`src/common/sli_pkg.sv`:
```
// Package with constants, register map and state types of the serial link init and error block
package sli_pkg;
    // Channel geometry
    localparam int unsigned SLI_LANES = 4;
    localparam int unsigned SLI_DW = 16;
    localparam int unsigned SLI_AW = 4;

    // Register offsets (byte addresses)
    localparam logic [3:0] SLI_ADDR_CTRL = 4'h0;
    localparam logic [3:0] SLI_ADDR_STATUS = 4'h4;
    localparam logic [3:0] SLI_ADDR_ERR = 4'h8;
    localparam logic [3:0] SLI_ADDR_LEAK = 4'hC;

    // Field positions
    localparam int unsigned SLI_CTRL_SIMPLEX_BIT = 0;
    localparam int unsigned SLI_CTRL_RESTART_BIT = 1;
    localparam int unsigned SLI_STAT_LINK_BIT = 4;
    localparam int unsigned SLI_STAT_TXUP_BIT = 5;
    localparam int unsigned SLI_ERR_SOFT_BIT = 0;
    localparam int unsigned SLI_ERR_FRAME_BIT = 1;
    localparam int unsigned SLI_ERR_TXF_BIT = 2;
    localparam int unsigned SLI_ERR_RXF_BIT = 3;

    // Values after reset
    localparam logic SLI_SIMPLEX_RST = 1'b0;
    localparam logic [7:0] SLI_LEAK_THR_RST = 8'h08;

    // Cycle counts and the verify sequence count
    localparam logic [11:0] SLI_LEAK_PERIOD_CYC = 12'h0FF;
    localparam logic [3:0] SLI_RST_HOLD_CYC = 4'h8;
    localparam logic [2:0] SLI_VERIFY_CNT = 3'h4;
    localparam int unsigned SLI_WATCHDOG_CYC = 16384;

    // Receive channel initialization states
    typedef enum logic [2:0] {
        CH_RESET,
        CH_LANE,
        CH_BOND,
        CH_VERIFY,
        CH_READY
    } sli_chan_state_t;

    // Simplex transmit states, stepped by sideband indications
    typedef enum logic [2:0] {
        TX_RESET,
        TX_ALIGNED,
        TX_BONDED,
        TX_UP
    } sli_tx_state_t;
endpackage

```
`src/verilog/sli_core.sv`:
```
// Channel initialization, error classification and register port of the serial link core
// Function
// Restart initialization after power-up, reset, fatal error
// Per-lane ready bit after lane initialization
// Link ready only after complete initialization
// Receiver qualifies data by stream valid only
// No transmit before link ready
// No receive delivery until all lanes ready
// Symbol error flagged every erroring cycle
// Invalid code or disparity is symbol error
// Transmit-only side lacks symbol and framing errors
// Transceiver faults to transmit/receive fatal outputs
// Leaky bucket escalates symbol errors to fatal
// Fatal error resets core, reinitializes
// Symbol errors alone never reset core
// Framing error: empty, double start, double end
// Transmit buffer over/underflow is fatal
// Receive buffer over/underflow is fatal
// Illegal transmit control character is fatal
// Unknown received control character is framing error
// Bad flow-message length is framing error
// Simplex sides exchange sideband init state
// Bonding indication used only multi-lane
// Transmit sideband from relay or timers
// Reset six cycles, link drops after three; code holds reset until its hold count reaches SLI_RST_HOLD_CYC = 8
// Flags synchronous and cleared by reset
//
// The placing of the registers and the strobed register port are this design's own decisions.
module sli_core #(
    parameter int unsigned WATCHDOG_CYC = sli_pkg::SLI_WATCHDOG_CYC
) (
    input wire logic sys_clk_i,
    input wire logic sys_rst_i,
    // Register port
    input wire logic [sli_pkg::SLI_AW-1:0] reg_addr_i,
    input wire logic [31:0] reg_wdata_i,
    input wire logic reg_wr_i,
    input wire logic reg_rd_i,
    output logic [31:0] reg_rdata_o,
    // Channel reset pin and receive lane status from the decoders
    input wire logic chan_reset_i,
    input wire logic [sli_pkg::SLI_LANES-1:0] lane_aligned_i,
    input wire logic bond_done_i,
    input wire logic verify_seen_i,
    input wire logic [sli_pkg::SLI_LANES-1:0] code_invalid_i,
    input wire logic [sli_pkg::SLI_LANES-1:0] disp_err_i,
    input wire logic rx_buf_err_i,
    input wire logic tx_buf_err_i,
    input wire logic tx_bad_ctrl_i,
    input wire logic rx_unknown_ctrl_i,
    input wire logic user_flow_message_len_bad_i,
    input wire logic rx_sof_i,
    input wire logic rx_eof_i,
    input wire logic rx_data_i,
    input wire logic [sli_pkg::SLI_DW-1:0] rx_word_i,
    input wire logic rx_word_valid_i,
    // Simplex transmit sideband inputs
    input wire logic tx_aligned_i,
    input wire logic tx_bonded_i,
    input wire logic tx_verify_i,
    input wire logic tx_reset_i,
    // Status and data outputs
    output logic [sli_pkg::SLI_LANES-1:0] lane_ready_o,
    output logic link_ready_o,
    output logic tx_link_ready_o,
    output logic tx_en_o,
    output logic soft_err_o,
    output logic frame_err_o,
    output logic tx_fatal_o,
    output logic rx_fatal_o,
    output logic rx_aligned_o,
    output logic rx_bonded_o,
    output logic rx_verify_o,
    output logic rx_reset_o,
    output logic [sli_pkg::SLI_DW-1:0] rx_tdata_o,
    output logic rx_tvalid_o
);
    import sli_pkg::*;

    localparam logic MULTI_LANE = (SLI_LANES > 1);
    localparam logic [14:0] WD_LIMIT = 15'(WATCHDOG_CYC - 1);

    sli_chan_state_t state_q, state_d;
    sli_tx_state_t tx_state_q, tx_state_d;
    logic [4:0] pin_s1_q, pin_s2_q;
    logic chan_rst_s, tx_aligned_s, tx_bonded_s, tx_verify_s, tx_reset_s;
    logic simplex_q, restart_pulse_q;
    logic [7:0] leak_thr_q;
    logic [3:0] err_sticky_q;
    logic [SLI_LANES-1:0] lane_ready_q;
    logic [3:0] hold_q;
    logic [14:0] wd_q;
    logic [2:0] vcnt_q;
    logic [7:0] bucket_q, bucket_d;
    logic [11:0] leak_tmr_q;
    logic in_frame_q, data_seen_q;
    logic sym_err, bucket_full, tx_fatal_ev, rx_fatal_ev, restart_req, wd_expired;
    logic frame_err_ev, sof_dup, eof_orphan, frame_empty;

    // Pins from the far side pass two flops; nothing reads stage one but stage two
    always_ff @(posedge sys_clk_i or posedge sys_rst_i) begin
        if (sys_rst_i) begin
            pin_s1_q <= 5'h00;
            pin_s2_q <= 5'h00;
        end else begin
            pin_s1_q <= {chan_reset_i, tx_aligned_i, tx_bonded_i, tx_verify_i, tx_reset_i};
            pin_s2_q <= pin_s1_q;
        end
    end
    assign {chan_rst_s, tx_aligned_s, tx_bonded_s, tx_verify_s, tx_reset_s} = pin_s2_q;

    // Error events; the transmit-only path has no symbol or framing checks
    assign sym_err = |(code_invalid_i | disp_err_i);
    assign tx_fatal_ev = tx_buf_err_i | tx_bad_ctrl_i;
    assign rx_fatal_ev = rx_buf_err_i | bucket_full;
    // Fatal flags and the reset pin restart; symbol errors act only via the bucket
    assign restart_req = chan_rst_s | restart_pulse_q | tx_fatal_o | rx_fatal_o;
    assign wd_expired = (wd_q == WD_LIMIT);

    // Register writes: mode, one-shot restart and leak threshold
    always_ff @(posedge sys_clk_i or posedge sys_rst_i) begin
        if (sys_rst_i) begin
            simplex_q <= SLI_SIMPLEX_RST;
            restart_pulse_q <= 1'b0;
            leak_thr_q <= SLI_LEAK_THR_RST;
        end else begin
            restart_pulse_q <= reg_wr_i && reg_addr_i == SLI_ADDR_CTRL && reg_wdata_i[SLI_CTRL_RESTART_BIT];
            if (reg_wr_i && reg_addr_i == SLI_ADDR_CTRL) begin
                simplex_q <= reg_wdata_i[SLI_CTRL_SIMPLEX_BIT];
            end
            if (reg_wr_i && reg_addr_i == SLI_ADDR_LEAK) begin
                leak_thr_q <= reg_wdata_i[7:0];
            end
        end
    end

    // Sticky error bits: write one to clear, a new event in the same cycle wins
    always_ff @(posedge sys_clk_i or posedge sys_rst_i) begin
        if (sys_rst_i) begin
            err_sticky_q <= 4'h0;
        end else begin
            err_sticky_q <= (err_sticky_q & ~((reg_wr_i && reg_addr_i == SLI_ADDR_ERR) ? reg_wdata_i[3:0] : 4'h0))
                | {rx_fatal_ev, tx_fatal_ev, frame_err_ev, sym_err};
        end
    end

    // Read data stands for the one cycle after the strobe; unmapped reads give zero
    always_ff @(posedge sys_clk_i or posedge sys_rst_i) begin
        if (sys_rst_i) begin
            reg_rdata_o <= 32'h0000_0000;
        end else begin
            reg_rdata_o <= 32'h0000_0000;
            if (reg_rd_i) begin
                unique case (reg_addr_i)
                    SLI_ADDR_CTRL: reg_rdata_o <= {31'h0000_0000, simplex_q};
                    SLI_ADDR_STATUS: reg_rdata_o <= {26'h000_0000, tx_link_ready_o, link_ready_o, lane_ready_q};
                    SLI_ADDR_ERR: reg_rdata_o <= {28'h000_0000, err_sticky_q};
                    SLI_ADDR_LEAK: reg_rdata_o <= {24'h00_0000, leak_thr_q};
                    default: reg_rdata_o <= 32'h0000_0000;
                endcase
            end
        end
    end

    // Channel initialization sequence, retried by the watchdog until ready
    always_comb begin
        state_d = state_q;
        unique case (state_q)
            CH_RESET: if (hold_q == SLI_RST_HOLD_CYC) state_d = CH_LANE;
            CH_LANE: if (&lane_ready_q) state_d = MULTI_LANE ? CH_BOND : CH_VERIFY;
            CH_BOND: if (bond_done_i) state_d = CH_VERIFY;
            CH_VERIFY: if (vcnt_q == SLI_VERIFY_CNT) state_d = CH_READY;
            CH_READY: state_d = CH_READY;
            default: state_d = CH_RESET;
        endcase
        if (state_q != CH_READY && state_q != CH_RESET && wd_expired) begin
            state_d = CH_RESET;
        end
        if (restart_req) begin
            state_d = CH_RESET;
        end
    end

    always_ff @(posedge sys_clk_i or posedge sys_rst_i) begin
        if (sys_rst_i) begin
            state_q <= CH_RESET;
        end else begin
            state_q <= state_d;
        end
    end

    // Reset hold, watchdog and verify counters, all restarted on a state change
    always_ff @(posedge sys_clk_i or posedge sys_rst_i) begin
        if (sys_rst_i) begin
            hold_q <= 4'h0;
            wd_q <= 15'h0000;
            vcnt_q <= 3'h0;
        end else begin
            hold_q <= (state_d == CH_RESET && state_q == CH_RESET && !restart_req) ? hold_q + 4'h1 : 4'h0;
            wd_q <= (state_d == state_q && !wd_expired) ? wd_q + 15'h0001 : 15'h0000;
            if (state_q != CH_VERIFY) begin
                vcnt_q <= 3'h0;
            end else if (verify_seen_i) begin
                vcnt_q <= vcnt_q + 3'h1;
            end
        end
    end

    // Lane ready bits latch during lane initialization and clear on restart
    generate
        for (genvar i = 0; i < SLI_LANES; i++) begin : g_lane
            always_ff @(posedge sys_clk_i or posedge sys_rst_i) begin
                if (sys_rst_i) begin
                    lane_ready_q[i] <= 1'b0;
                end else if (state_d == CH_RESET) begin
                    lane_ready_q[i] <= 1'b0;
                end else if (lane_aligned_i[i]) begin
                    lane_ready_q[i] <= 1'b1;
                end
            end
        end
    endgenerate

    // Simplex transmit side follows the synchronised sideband indications
    always_comb begin
        tx_state_d = tx_state_q;
        unique case (tx_state_q)
            TX_RESET: if (tx_aligned_s) tx_state_d = TX_ALIGNED;
            TX_ALIGNED: if (tx_bonded_s || !MULTI_LANE) tx_state_d = TX_BONDED;
            TX_BONDED: if (tx_verify_s) tx_state_d = TX_UP;
            TX_UP: tx_state_d = TX_UP;
            default: tx_state_d = TX_RESET;
        endcase
        if (tx_reset_s || !simplex_q || chan_rst_s || tx_fatal_o) begin
            tx_state_d = TX_RESET;
        end
    end

    always_ff @(posedge sys_clk_i or posedge sys_rst_i) begin
        if (sys_rst_i) begin
            tx_state_q <= TX_RESET;
        end else begin
            tx_state_q <= tx_state_d;
        end
    end

    // Leaky bucket: fill on each erroring cycle, drain one per leak period
    always_comb begin
        bucket_d = bucket_q;
        if (sym_err && bucket_d != 8'hFF) begin
            bucket_d = bucket_d + 8'h01;
        end
        if (leak_tmr_q == SLI_LEAK_PERIOD_CYC && bucket_d != 8'h00) begin
            bucket_d = bucket_d - 8'h01;
        end
    end
    assign bucket_full = (bucket_q >= leak_thr_q) && (leak_thr_q != 8'h00);

    always_ff @(posedge sys_clk_i or posedge sys_rst_i) begin
        if (sys_rst_i) begin
            bucket_q <= 8'h00;
            leak_tmr_q <= 12'h000;
        end else begin
            leak_tmr_q <= (leak_tmr_q == SLI_LEAK_PERIOD_CYC) ? 12'h000 : leak_tmr_q + 12'h001;
            bucket_q <= (state_q == CH_RESET) ? 8'h00 : bucket_d;
        end
    end

    // Frame tracking for truncated and empty frames
    assign sof_dup = rx_sof_i && in_frame_q;
    assign eof_orphan = rx_eof_i && !in_frame_q && !rx_sof_i;
    assign frame_empty = rx_eof_i && (rx_sof_i || in_frame_q) && !rx_data_i && !(data_seen_q && !rx_sof_i);
    assign frame_err_ev = sof_dup || eof_orphan || frame_empty
        || rx_unknown_ctrl_i || user_flow_message_len_bad_i;

    always_ff @(posedge sys_clk_i or posedge sys_rst_i) begin
        if (sys_rst_i) begin
            in_frame_q <= 1'b0;
            data_seen_q <= 1'b0;
        end else if (rx_eof_i) begin
            in_frame_q <= 1'b0;
            data_seen_q <= 1'b0;
        end else if (rx_sof_i) begin
            in_frame_q <= 1'b1;
            data_seen_q <= rx_data_i;
        end else if (rx_data_i) begin
            data_seen_q <= 1'b1;
        end
    end

    // Error outputs: one registered pulse per erroring cycle, cleared by reset
    always_ff @(posedge sys_clk_i or posedge sys_rst_i) begin
        if (sys_rst_i) begin
            soft_err_o <= 1'b0;
            frame_err_o <= 1'b0;
            tx_fatal_o <= 1'b0;
            rx_fatal_o <= 1'b0;
        end else begin
            soft_err_o <= sym_err;
            frame_err_o <= frame_err_ev;
            tx_fatal_o <= tx_fatal_ev;
            rx_fatal_o <= rx_fatal_ev;
        end
    end

    // Readiness, sideband and transmit-enable outputs follow the next state
    always_ff @(posedge sys_clk_i or posedge sys_rst_i) begin
        if (sys_rst_i) begin
            lane_ready_o <= '0;
            link_ready_o <= 1'b0;
            tx_link_ready_o <= 1'b0;
            tx_en_o <= 1'b0;
            rx_aligned_o <= 1'b0;
            rx_bonded_o <= 1'b0;
            rx_verify_o <= 1'b0;
            rx_reset_o <= 1'b1;
        end else begin
            lane_ready_o <= (state_d == CH_RESET) ? '0 : (lane_ready_q | lane_aligned_i);
            link_ready_o <= (state_d == CH_READY);
            tx_link_ready_o <= (tx_state_d == TX_UP);
            tx_en_o <= simplex_q ? (tx_state_d == TX_UP) : (state_d == CH_READY);
            rx_aligned_o <= (state_d != CH_RESET) && (state_d != CH_LANE);
            rx_bonded_o <= MULTI_LANE && (state_d == CH_VERIFY || state_d == CH_READY);
            rx_verify_o <= (state_d == CH_READY);
            rx_reset_o <= (state_d == CH_RESET);
        end
    end

    // Receive data pass only once every lane and the channel are ready
    always_ff @(posedge sys_clk_i or posedge sys_rst_i) begin
        if (sys_rst_i) begin
            rx_tdata_o <= '0;
            rx_tvalid_o <= 1'b0;
        end else begin
            rx_tdata_o <= rx_word_i;
            rx_tvalid_o <= rx_word_valid_i && (&lane_ready_q) && (state_d == CH_READY);
        end
    end
endmodule

```
`config.mk`:
```
export PLATFORM = sky130hd
export DESIGN_NAME = sli_core
export DESIGN_NICKNAME = d
export VERILOG_FILES = /design/src/common/sli_pkg.sv /design/src/verilog/sli_core.sv
export SDC_FILE = /design/constraint.sdc
export NUM_CORES = 1
export LEC_CHECK = 0
export BUFFER_PORTS_ARGS = -buffer_cell sky130_fd_sc_hd__buf_2
export CORE_MARGIN = 8
export CORE_UTILIZATION = 38
export CTS_CLUSTER_SIZE = 28
export DETAILED_ROUTE_END_ITERATION = 10
export SLEW_MARGIN = 40
export SYNTH_ARGS = -nofsm -noshare
export SYNTH_HDL_FRONTEND = slang
export SYNTH_SLANG_ARGS = --single-unit
export TNS_END_PERCENT = 100
```
`constraint.sdc`:
```
create_clock -name sys_clk_i -period 5.3 [get_ports sys_clk_i]
set_input_delay 0.265 -clock sys_clk_i [delete_from_list [all_inputs] [get_ports sys_clk_i]]
set_output_delay 0.265 -clock sys_clk_i [all_outputs]
set_load 0.03 [all_outputs]
```
==> results of run 1 <==
## power by group
part / internal, W / leakage, nW / switching (W)
Clock: 0.000658 / 0.269 / 0.000415
Combinational: 0.0000977 / 1.47 / 0.000139
Sequential: 0.000953 / 1.48 / 0.0000512
## worst max-delay path by stage
stage	slack (ps)	to	startpoint	depth (start not counted)
2_1_floorplan	1940	bucket_q[0]$_DFF_PP0_	sys_rst_i	1
3_3_place_gp	2200	bucket_q[1]$_DFF_PP0_	disp_err_i[2]	9
3_5_place_dp	2120	bucket_q[1]$_DFF_PP0_	disp_err_i[2]	9
4_1_cts	2200	bucket_q[1]$_DFF_PP0_	bucket_q[1]$_DFF_PP0_	9
5_1_grt	1910	bucket_q[2]$_DFF_PP0_	bucket_q[1]$_DFF_PP0_	11
6_report	2170	bucket_q[1]$_DFF_PP0_	bucket_q[1]$_DFF_PP0_	9
## synth_stat cells, types with 4 or more instances
cell	n
mux2i_1	9
nor2_1	64
clkbuf_1	7
o21ai_0	17
a211oi_1	5
nor3_1	9
xor2_1	12
dfrtp_1	115
nand3_1	18
nand2_1	50
a21o_1	7
mux2_2	7
inv_1	21
xnor2_1	16
buf_4	26
nand4_1	8
a21oi_1	14
o31ai_1	4
and3_1	13
nor4_1	9
ha_1	17
nand2b_1	4
and4_1	5
nor4b_2	5
and2_1	7
## flip-flops by register name, summed over array words and instances, names as in the netlist, 4 cells and up
signal        count
lane_ready_o      4
hold_q            4
pin_s1_q          5
lane_ready_q      4
leak_thr_q        8
pin_s2_q          5
err_sticky_q      4
reg_rdata_o       8
leak_tmr_q       12
bucket_q          8
wd_q             15
rx_tdata_o       16
## per-layer routing
layer,up-vias,track usage,wire length [um]
met1,2058,0.177,5670
met2,119,0.221,6100
met4,0,0.0610,132
met3,10,0.0467,868
li1,2082,-,-
met5,-,0,0
## per-stage QoR
step            util  cell area [sq um]  hold WS, ps
5_1_grt        0.482               6950         18.6
6_report       0.482               6950         35.0
3_5_place_dp   0.427               6160          335
2_1_floorplan      -               5670          296
3_3_place_gp   0.426               6150          338
4_1_cts        0.482               6950         15.2
## final cells by class
cell class,count,area (sq um)
multi-input combinational,379,2410
sequential,117,2930
fill,1341,7470
clock buffer,18,439
clock inverter,14,128
inverter,21,83.8
timing repair buffer,123,731
tap,184,230
## worst reg2reg max path: cells and delay by family, from the launching register on
kind            cells  cell delay, ps
compound gates      1             140
fa+ha+maj           2             680
flops               1             510
mux                 2             700
simple gates        4            1000
## kinds of logic after synthesis
kind of cell             after synthesis
AND/OR/NAND/NOR                      214
adder cells (fa/ha/maj)               17
other                                  1
buffers and inverters                 60
multiplexers                          18
AO/OA/AOI/OAI                         77
XOR/XNOR                              28
flip-flops                           117
==> results.md, run 1 <==
* Fraction of layout cells with a size suffix above 1 at 0.237
* Min-delay src: rx_eof_i
* Commonest non-fill, non-tap cell in the layout: dfrtp_1
* CP required at 5600 ps
* Die area at roughly 19000 sq um
* GR Util All Layers at 0.142
* Area contributors post-synth: dfrtp_1 52%, nor2_1 4.3%, ha_1 3.8%
* Max-Cap Viols at 0
* Critical path's top delay family: simple AND/OR/NAND/NOR gates
* Power Density at approximately 330 nW/um^2
* Setup Viol. Count Final at 0
* Crit path largest cell delay at 510 ps
* Fin Setup TNS at 0 ps
* Status: finished, final reports clean
* Number of failing hold endpoints at the final stage at 0
* Normalized max-slew margin at 0.437
* Post-synthesis mux area share at 0.0363
* Buf/Inv on CP at 0
* Final WL at approximately 13000 um
* Startpoint Class: flop
* Wire per inst at roughly 15 um
* IO Port Bufs at approximately 100
* Placed insts at 802
* Drt initial violations at ~220
* Post-synthesis simple-gate area fraction at 0.199
* Synth unique cells at 63
* CP max stage cell: dfrtp_1
* DP HPWL at roughly 9000 um
* Post-Synth XOR/XNOR Area at 0.0439
* Crit path arrival time at 3430 ps
* Synth Cell Area at 5580 sq um
* Antenna Nets Post-Route at 0
* Critical path, cell by cell: ha_1 > nand4_1 > or2_2 > nand2_1 > mux2i_1 > ha_1 > a31oi_1 > nor2_1 > mux2_2
* Starting Density at 0.387
* Setup Buffers After CTS at 0
* Commonest non-fill, non-tap cells in the layout: 115 x dfrtp_1, 99 x buf_2, 63 x nor2_1
* # nets final at 760
* Setup Skew at roughly 8.7 ps
* Post-Synth Adder-Cell Area at 0.0381
* H-tree depth at 4
* Tmin final at between 3000 and 4000 ps
* Yosys top cell by area: dfrtp_1
* Placer Congestion at 0.861
* Sink Count at 117
* Syn Inst Count at between 500 and 600
* YS warnings at 0
* Vias in the first global route at about 4400
* Worst Reg-to-Reg Cells at 9
* RSZ-0062 raised after global routing: false
* Via-to-Cell Ratio at around 5.0
* Post-synthesis sequential area ratio at 0.525
* Seq cells post-synth at ~120
* Kind of critical path: flop to flop
* Fin worst setup slack at around 2200 ps
* Area share of the largest cell type after synthesis at 0.516
* I/O pins at between 100 and 150
* Synthesized area per cell at about 10 sq um
* First drt pass iteration count at 4
* Critical Path Fanout Max at 8
* LEAKAGE at approximately 3.2 nW
* Total power at approximately 0.0023 W
* Reg2reg end: bucket_q[1]$_DFF_PP0_
* Total number of vias at roughly 4300
* CP endpoint kind: flop
* Top cell by count, worst path: ha_1
* CTS tree: done
* Clk slew on worst S/H paths at about 50 ps
* Largest net degree at the start of global routing at 78
* Num rows at between 40 and 50
* Synth Area in Compound Gates at 0.0953
* Initial antenna violation count at 0
* Primary FF master, synth: dfrtp_1
* Place WS at around 2100 ps
* Global-route wire length before repair at 21100 um
* GR Overflow Total at 0
* Hold Path Sink: in_frame_q$_DFFE_PP0P_
* Clk_lat worst skew at around 420 ps
* FF-to-FF Start: bucket_q[1]$_DFF_PP0_
* CTS resizes at 0
* Diode count at 0
* Core Region at between 10000 and 15000 sq um
* Clock Path Buffers at 2
* Area delta synth->final at 24.5%
* Reg-to-reg slack, setup at 2170 ps
* Finished Layout Cells at between 800 and 900
* Post-synth EDFFs at 0
* Final Cycle Share at 0.591
* Hold crit path type: primary input to flop
* Detailed-route DRC error count at 0
* Max VDD drop at ~0.00023 V
* Slew Viols, Final at 0
* Root buffer cell: clkbuf_16
* Fmax at between 0.3 and 0.4 GHz
* Hold buffer count at CTS at 22
* Worst-margin pin slew at roughly 840 ps
* Worst hold path depth at 2
* Largest family of logic cells by synthesized area: simple AND/OR/NAND/NOR gates
* FFs w/ async S/R, synth at 1.00
* Die Ht at approximately 140 um
* Cts bufs inserted at 17
* Chip width at 137 um
Power figures use the tool's default switching activity.
==> inputs of run 2 (changes only) <==
==> constraint.sdc (replaced) <==
create_clock -name sys_clk_i -period 2.99 [get_ports sys_clk_i]
set_input_delay 0.1495 -clock sys_clk_i [delete_from_list [all_inputs] [get_ports sys_clk_i]]
set_output_delay 0.1495 -clock sys_clk_i [all_outputs]
set_load 0.03 [all_outputs]
==> results.md, run 2 (same netlist as run 1, synthesis figures left out) <==
* Sink Count at about 120
* Chip width at around 140 um
* Slew Viols, Final at 0
* Total number of vias at ~4400
* Clk slew on worst S/H paths at 50 ps
* Setup Skew at 7.24 ps
* Number of failing hold endpoints at the final stage at 0
* Core Region at approximately 14000 sq um
* Final Cycle Share at 0.945
* Die area at between 15000 and 20000 sq um
* CTS tree: done
* Power Density at 571 nW/um^2
* Via-to-Cell Ratio at between 4 and 5
* Detailed-route DRC error count at 0
* Die Ht at ~140 um
* Wire per inst at approximately 15 um
* Tmin final at about 2800 ps
* Filler cells at 1312
* Setup Viol. Count Final at 0
* Starting Density at 0.387
* LEAKAGE at 3.37 nW
* Fin Setup TNS at 0 ps
* Worst-margin pin slew at roughly 780 ps
* Register area at 2930 sq um
* Vias in the first global route at between 4000 and 5000
* Final Util at 0.503
* Diode count at 0
* IO Port Bufs at 99
* Area delta synth->final at 30.1%
* Kind of critical path: flop to flop
* Crit path arrival time at between 3000 and 4000 ps
* Clk_lat worst skew at about 400 ps
* Largest registers: rx_tdata_o: 16 flops, wd_q: 15 flops, leak_tmr_q: 12 flops
* Hold crit path type: primary input to flop
* Final WL at between 10000 and 15000 um
* Critical Path Fanout Max at 7
* Largest net degree at the start of global routing at 52
* Commonest non-fill, non-tap cell in the layout: dfrtp_1
* GR Util All Layers at 0.145
* Max VDD drop at about 0.00038 V
* First drt pass iteration count at 5
* Cts bufs inserted at 17
* GR Overflow Total at 0
* Placer Congestion at 0.855
* Fmax at 0.354 GHz
* Max reg flops at 16
* Largest Register: rx_tdata_o
* DP HPWL at a little under 10000 um
* Status: finished, final reports clean
* Fraction of layout cells with a size suffix above 1 at 0.242
* Startpoint Class: flop
* # nets final at slightly below 800
* CP endpoint kind: flop
* Max-Cap Viols at 0
* Area of the multi-input gates at ~2400 sq um
* Drt initial violations at 245
* Global-route wire length before repair at 21700 um
* Antenna Nets Post-Route at 0
* Num rows at 44
* Root buffer cell: clkbuf_16
* Clock Path Buffers at 2
* Initial antenna violation count at 0
* Normalized max-slew margin at 0.480
* H-tree depth at 4
* CP required at approximately 3300 ps
* Commonest non-fill, non-tap cells in the layout: 115 x dfrtp_1, 99 x buf_2, 64 x nor2_1
* I/O pins at approximately 150
-- run 2: changes by cell type in the layout (fill, tap and decap cells not counted), moves of 2 or more --
cell,before,now
dlygate4sd3_1,22,40
buf_4,2,12
inv_6,4,1
clkbuf_1,0,2
clkinv_2,3,5
-- run 2: repair_timing --
| item | 4_1_cts | 5_1_grt |
|---|---|---|
| endpoints found under the setup margin | 0 | 2 |
| hold endpoints to repair | 57 | 0 |
| resized for setup | 0 | 2 |
| hold buffers | 40 | 0 |
| setup buffers | 0 | 1 |
-- run 2: worst max-delay path, cell delays in order (launching register included) --
cell and delay [ps]:
dfrtp_1 460, ha_1 230, nand4_1 180, or2_2 380, nand2_1 200, mux2i_2 320, ha_2 280, a31oi_1 120
nor2_1 180, mux2_2 340
-- run 2: metrics by stage --
stage                     hold slack, ps  area, sq um  cells  power (W)  worst slack, ps
after floorplan                      181         5670    556    0.00209              372
after global placement               257         6240    812    0.00220              274
after detailed placement             211         6270    813    0.00222              119
after CTS                           2.74         7230    885    0.00420              111
after global routing                9.48         7260    887    0.00433            -6.11
final                               21.8         7260    887    0.00415              165
-- run 2: per-layer routing --
layer / track usage / up-vias / part of all wire
li1: - / 2140 / -
met1: 0.186 / 2146 / 0.45
met2: 0.233 / 119 / 0.48
met3: 0.0427 / 13 / 0.054
met4: 0.0441 / 0 / 0.011
met5: 0 / - / 0
-- run 2: power breakdown --
part	total (W)	leakage (nW)	internal, W	switching, W
Combinational	0.000453	1.62	0.000197	0.000256
Clock	0.00191	0.273	0.00122	0.000690
Sequential	0.00178	1.48	0.00169	0.0000931
Total	0.00415	3.37	0.00311	0.00104
-- run 2: final timing paths --
path                                        from                       to  slack [ps]  cells past startpoint
setup / recovery           bucket_q[0]$_DFF_PP0_    bucket_q[1]$_DFF_PP0_         170                      9
hold / removal                         rx_data_i  data_seen_q$_DFFE_PP0P_          20                      3
setup reg to reg           bucket_q[0]$_DFF_PP0_    bucket_q[1]$_DFF_PP0_         170                      9
hold reg to reg            pin_s1_q[4]$_DFF_PP0_    pin_s2_q[4]$_DFF_PP0_         340                      0
max in group asynchronous              sys_rst_i  tx_state_q[0]$_DFF_PP0_        1960                      4
min in group asynchronous              sys_rst_i  rx_tdata_o[8]$_DFF_PP0_         350                      3
-- run 2: cell type report --
cell class | instances | area share
tap | 184 | 0.0317
sequential | 117 | 0.404
clock buffer | 19 | 0.0596
multi-input combinational | 379 | 0.331
timing repair buffer | 154 | 0.144
clock inverter | 13 | 0.0184
inverter | 21 | 0.0114
==> inputs of run 3 (changes only) <==
--- a/config.mk
+++ b/config.mk
@@ -10,6 +10,7 @@
 export CORE_UTILIZATION = 38
 export CTS_CLUSTER_SIZE = 28
 export DETAILED_ROUTE_END_ITERATION = 10
+export RECOVER_POWER = 50
 export SLEW_MARGIN = 40
 export SYNTH_ARGS = -nofsm -noshare
 export SYNTH_HDL_FRONTEND = slang
==> results.md, run 3 (same netlist as run 1, synthesis figures left out) <==
* Met3 WL post-DR at around 740 um
* Area delta synth->final at 29.2%
* Root buffer cell: clkbuf_16
* P_int at roughly 0.0031 W
* Num rows at 44
* Largest Register: rx_tdata_o
* CP required at ~3300 ps
* GR Util All Layers at 0.145
* # nets final at slightly below 800
* Critical Path Fanout Max at 7
* Total power at 0.00414 W
* DP HPWL at between 9000 and 10000 um
* Clock power frac at 0.462
* Clk_lat worst skew at about 400 ps
* Wire length on met1 at about 6000 um
* Uppermost layer routed: met4
* Commonest non-fill, non-tap cells in the layout: 115 x dfrtp_1, 96 x buf_2, 64 x nor2_1
* Reg2reg end: bucket_q[1]$_DFF_PP0_
* Drt initial violations at between 200 and 250
* Fraction of layout cells with a size suffix above 1 at 0.233
* Via-to-Cell Ratio at between 4 and 5
* Largest net degree at the start of global routing at 52
* Max VDD drop at ~0.00038 V
* Clock Path Buffers at 2
* Min-delay src: rx_data_i
* H-tree depth at 4
* Placer Congestion at 0.855
* Crit path arrival time at 3120 ps
* Vias in the first global route at around 4400
* Diode count at 0
* Hold crit path type: primary input to flop
* Chip width at 137 um
* Worst hold path depth at 3
* IO Port Bufs at between 90 and 100
* Hold Path Sink: data_seen_q$_DFFE_PP0P_
* Wire per inst at around 15 um
* Clk slew on worst S/H paths at ~50 ps
* Status: finished, final reports clean
* I/O pins at roughly 150
* FF-to-FF Start: bucket_q[0]$_DFF_PP0_
* Sw power at roughly 0.0010 W
* Max reg flops at 16
* CTS tree: done
* Power Density at roughly 570 nW/um^2
* LEAKAGE at 3.34 nW
* Total number of vias at between 4000 and 5000
* Core Region at 14400 sq um
* Reg power frac at 0.431
* Sink Count at 117
* Starting Density at 0.387
* Setup Skew at 4.15 ps
* GR Overflow Total at 0
* Max-Cap Viols at 0
* Commonest non-fill, non-tap cell in the layout: dfrtp_1
* Final Util at 0.500
* Kind of critical path: flop to flop
* Global-route wire length before repair at roughly 22000 um
* Number of failing hold endpoints at the final stage at 0
* Slew Viols, Final at 0
* Die area at 18800 sq um
* WL met2 at between 6000 and 7000 um
* Tmin final at 2830 ps
* Fmax at 0.353 GHz
* Setup Viol. Count Final at 0
* Final Cycle Share at 0.948
* Detailed-route DRC error count at 0
* Worst-margin pin slew at between 1000 and 1500 ps
* Die Ht at between 100 and 150 um
* Antenna Nets Post-Route at 0
* Comb power frac at 0.107
* Switching Fraction at 0.251
* Reg-to-reg slack, setup at about 160 ps
* Worst Reg-to-Reg Cells at 9
* First drt pass iteration count at 5
* Initial antenna violation count at 0
* Startpoint Class: flop
* CP endpoint kind: flop
* Final WL at around 13000 um
* Cts bufs inserted at 17
* Normalized max-slew margin at 0.178
* Largest registers: rx_tdata_o: 16 flops, wd_q: 15 flops, leak_tmr_q: 12 flops
-- run 3: worst max-delay path by stage --
stage                                      from                     to  slack (ps)  depth (start not counted)
after floorplan           bucket_q[1]$_DFF_PP0_  bucket_q[1]$_DFF_PP0_         370                         10
after global placement    bucket_q[0]$_DFF_PP0_  bucket_q[1]$_DFF_PP0_         270                          9
after detailed placement  bucket_q[0]$_DFF_PP0_  bucket_q[1]$_DFF_PP0_         120                          9
after CTS                 bucket_q[0]$_DFF_PP0_  bucket_q[1]$_DFF_PP0_         110                          9
after global routing      bucket_q[0]$_DFF_PP0_  bucket_q[1]$_DFF_PP0_          -6                          9
final                     bucket_q[0]$_DFF_PP0_  bucket_q[1]$_DFF_PP0_         160                          9
-- run 3: metrics by stage --
step           hold WS (ps)  cell area [sq um]  setup TNS [ps]  std cells  worst slack, ps
3_3_place_gp            257               6240               0        812              274
3_5_place_dp            211               6270               0        813              119
2_1_floorplan           181               5670               0        556              372
4_1_cts                2.74               7230               0        885              111
5_1_grt                9.48               7210           -6.11        887            -6.11
6_report               21.4               7210               0        887              157
-- run 3: repair_timing --
action / CTS / global route
gates resized for setup: 0 / 2
endpoints found under the hold margin: 57 / 0
endpoints found under the setup margin: 0 / 2
hold buffers: 40 / 0
buffers inserted: 0 / 1
-- run 3: critical path, cell delays in order, from the launching register on --
cell and delay (ps):
dfrtp_1 470, ha_1 230, nand4_1 180, or2_2 380, nand2_1 210, mux2i_2 320
ha_2 280, a31oi_1 120, nor2_1 180, mux2_2 340
-- run 3: area by class of cell --
cell class | instances | area, sq um
Clock buffer | 19 | 433
Clock inverter | 13 | 134
Fill cell | 1322 | 7210
Inverter | 21 | 80.1
Multi-Input combinational cell | 379 | 2400
Sequential cell | 117 | 2930
Tap cell | 184 | 230
Timing Repair Buffer | 154 | 1000
-- run 3: power groups by stage --
stage | clock network [W] | registers (W) | logic, W
2_1_floorplan | 0 | 0.00182 | 0.000277
3_3_place_gp | 0 | 0.00180 | 0.000394
3_5_place_dp | 0 | 0.00181 | 0.000409
4_1_cts | 0.00196 | 0.00178 | 0.000458
5_1_grt | 0.00203 | 0.00180 | 0.000499
6_report | 0.00191 | 0.00178 | 0.000444
-- run 3: routing by layer --
metal / track usage / up-vias
met1: 0.186 / 2139
met5: 0 / -
li1: - / 2138
met4: 0.0441 / 0
met2: 0.233 / 113
met3: 0.0427 / 11
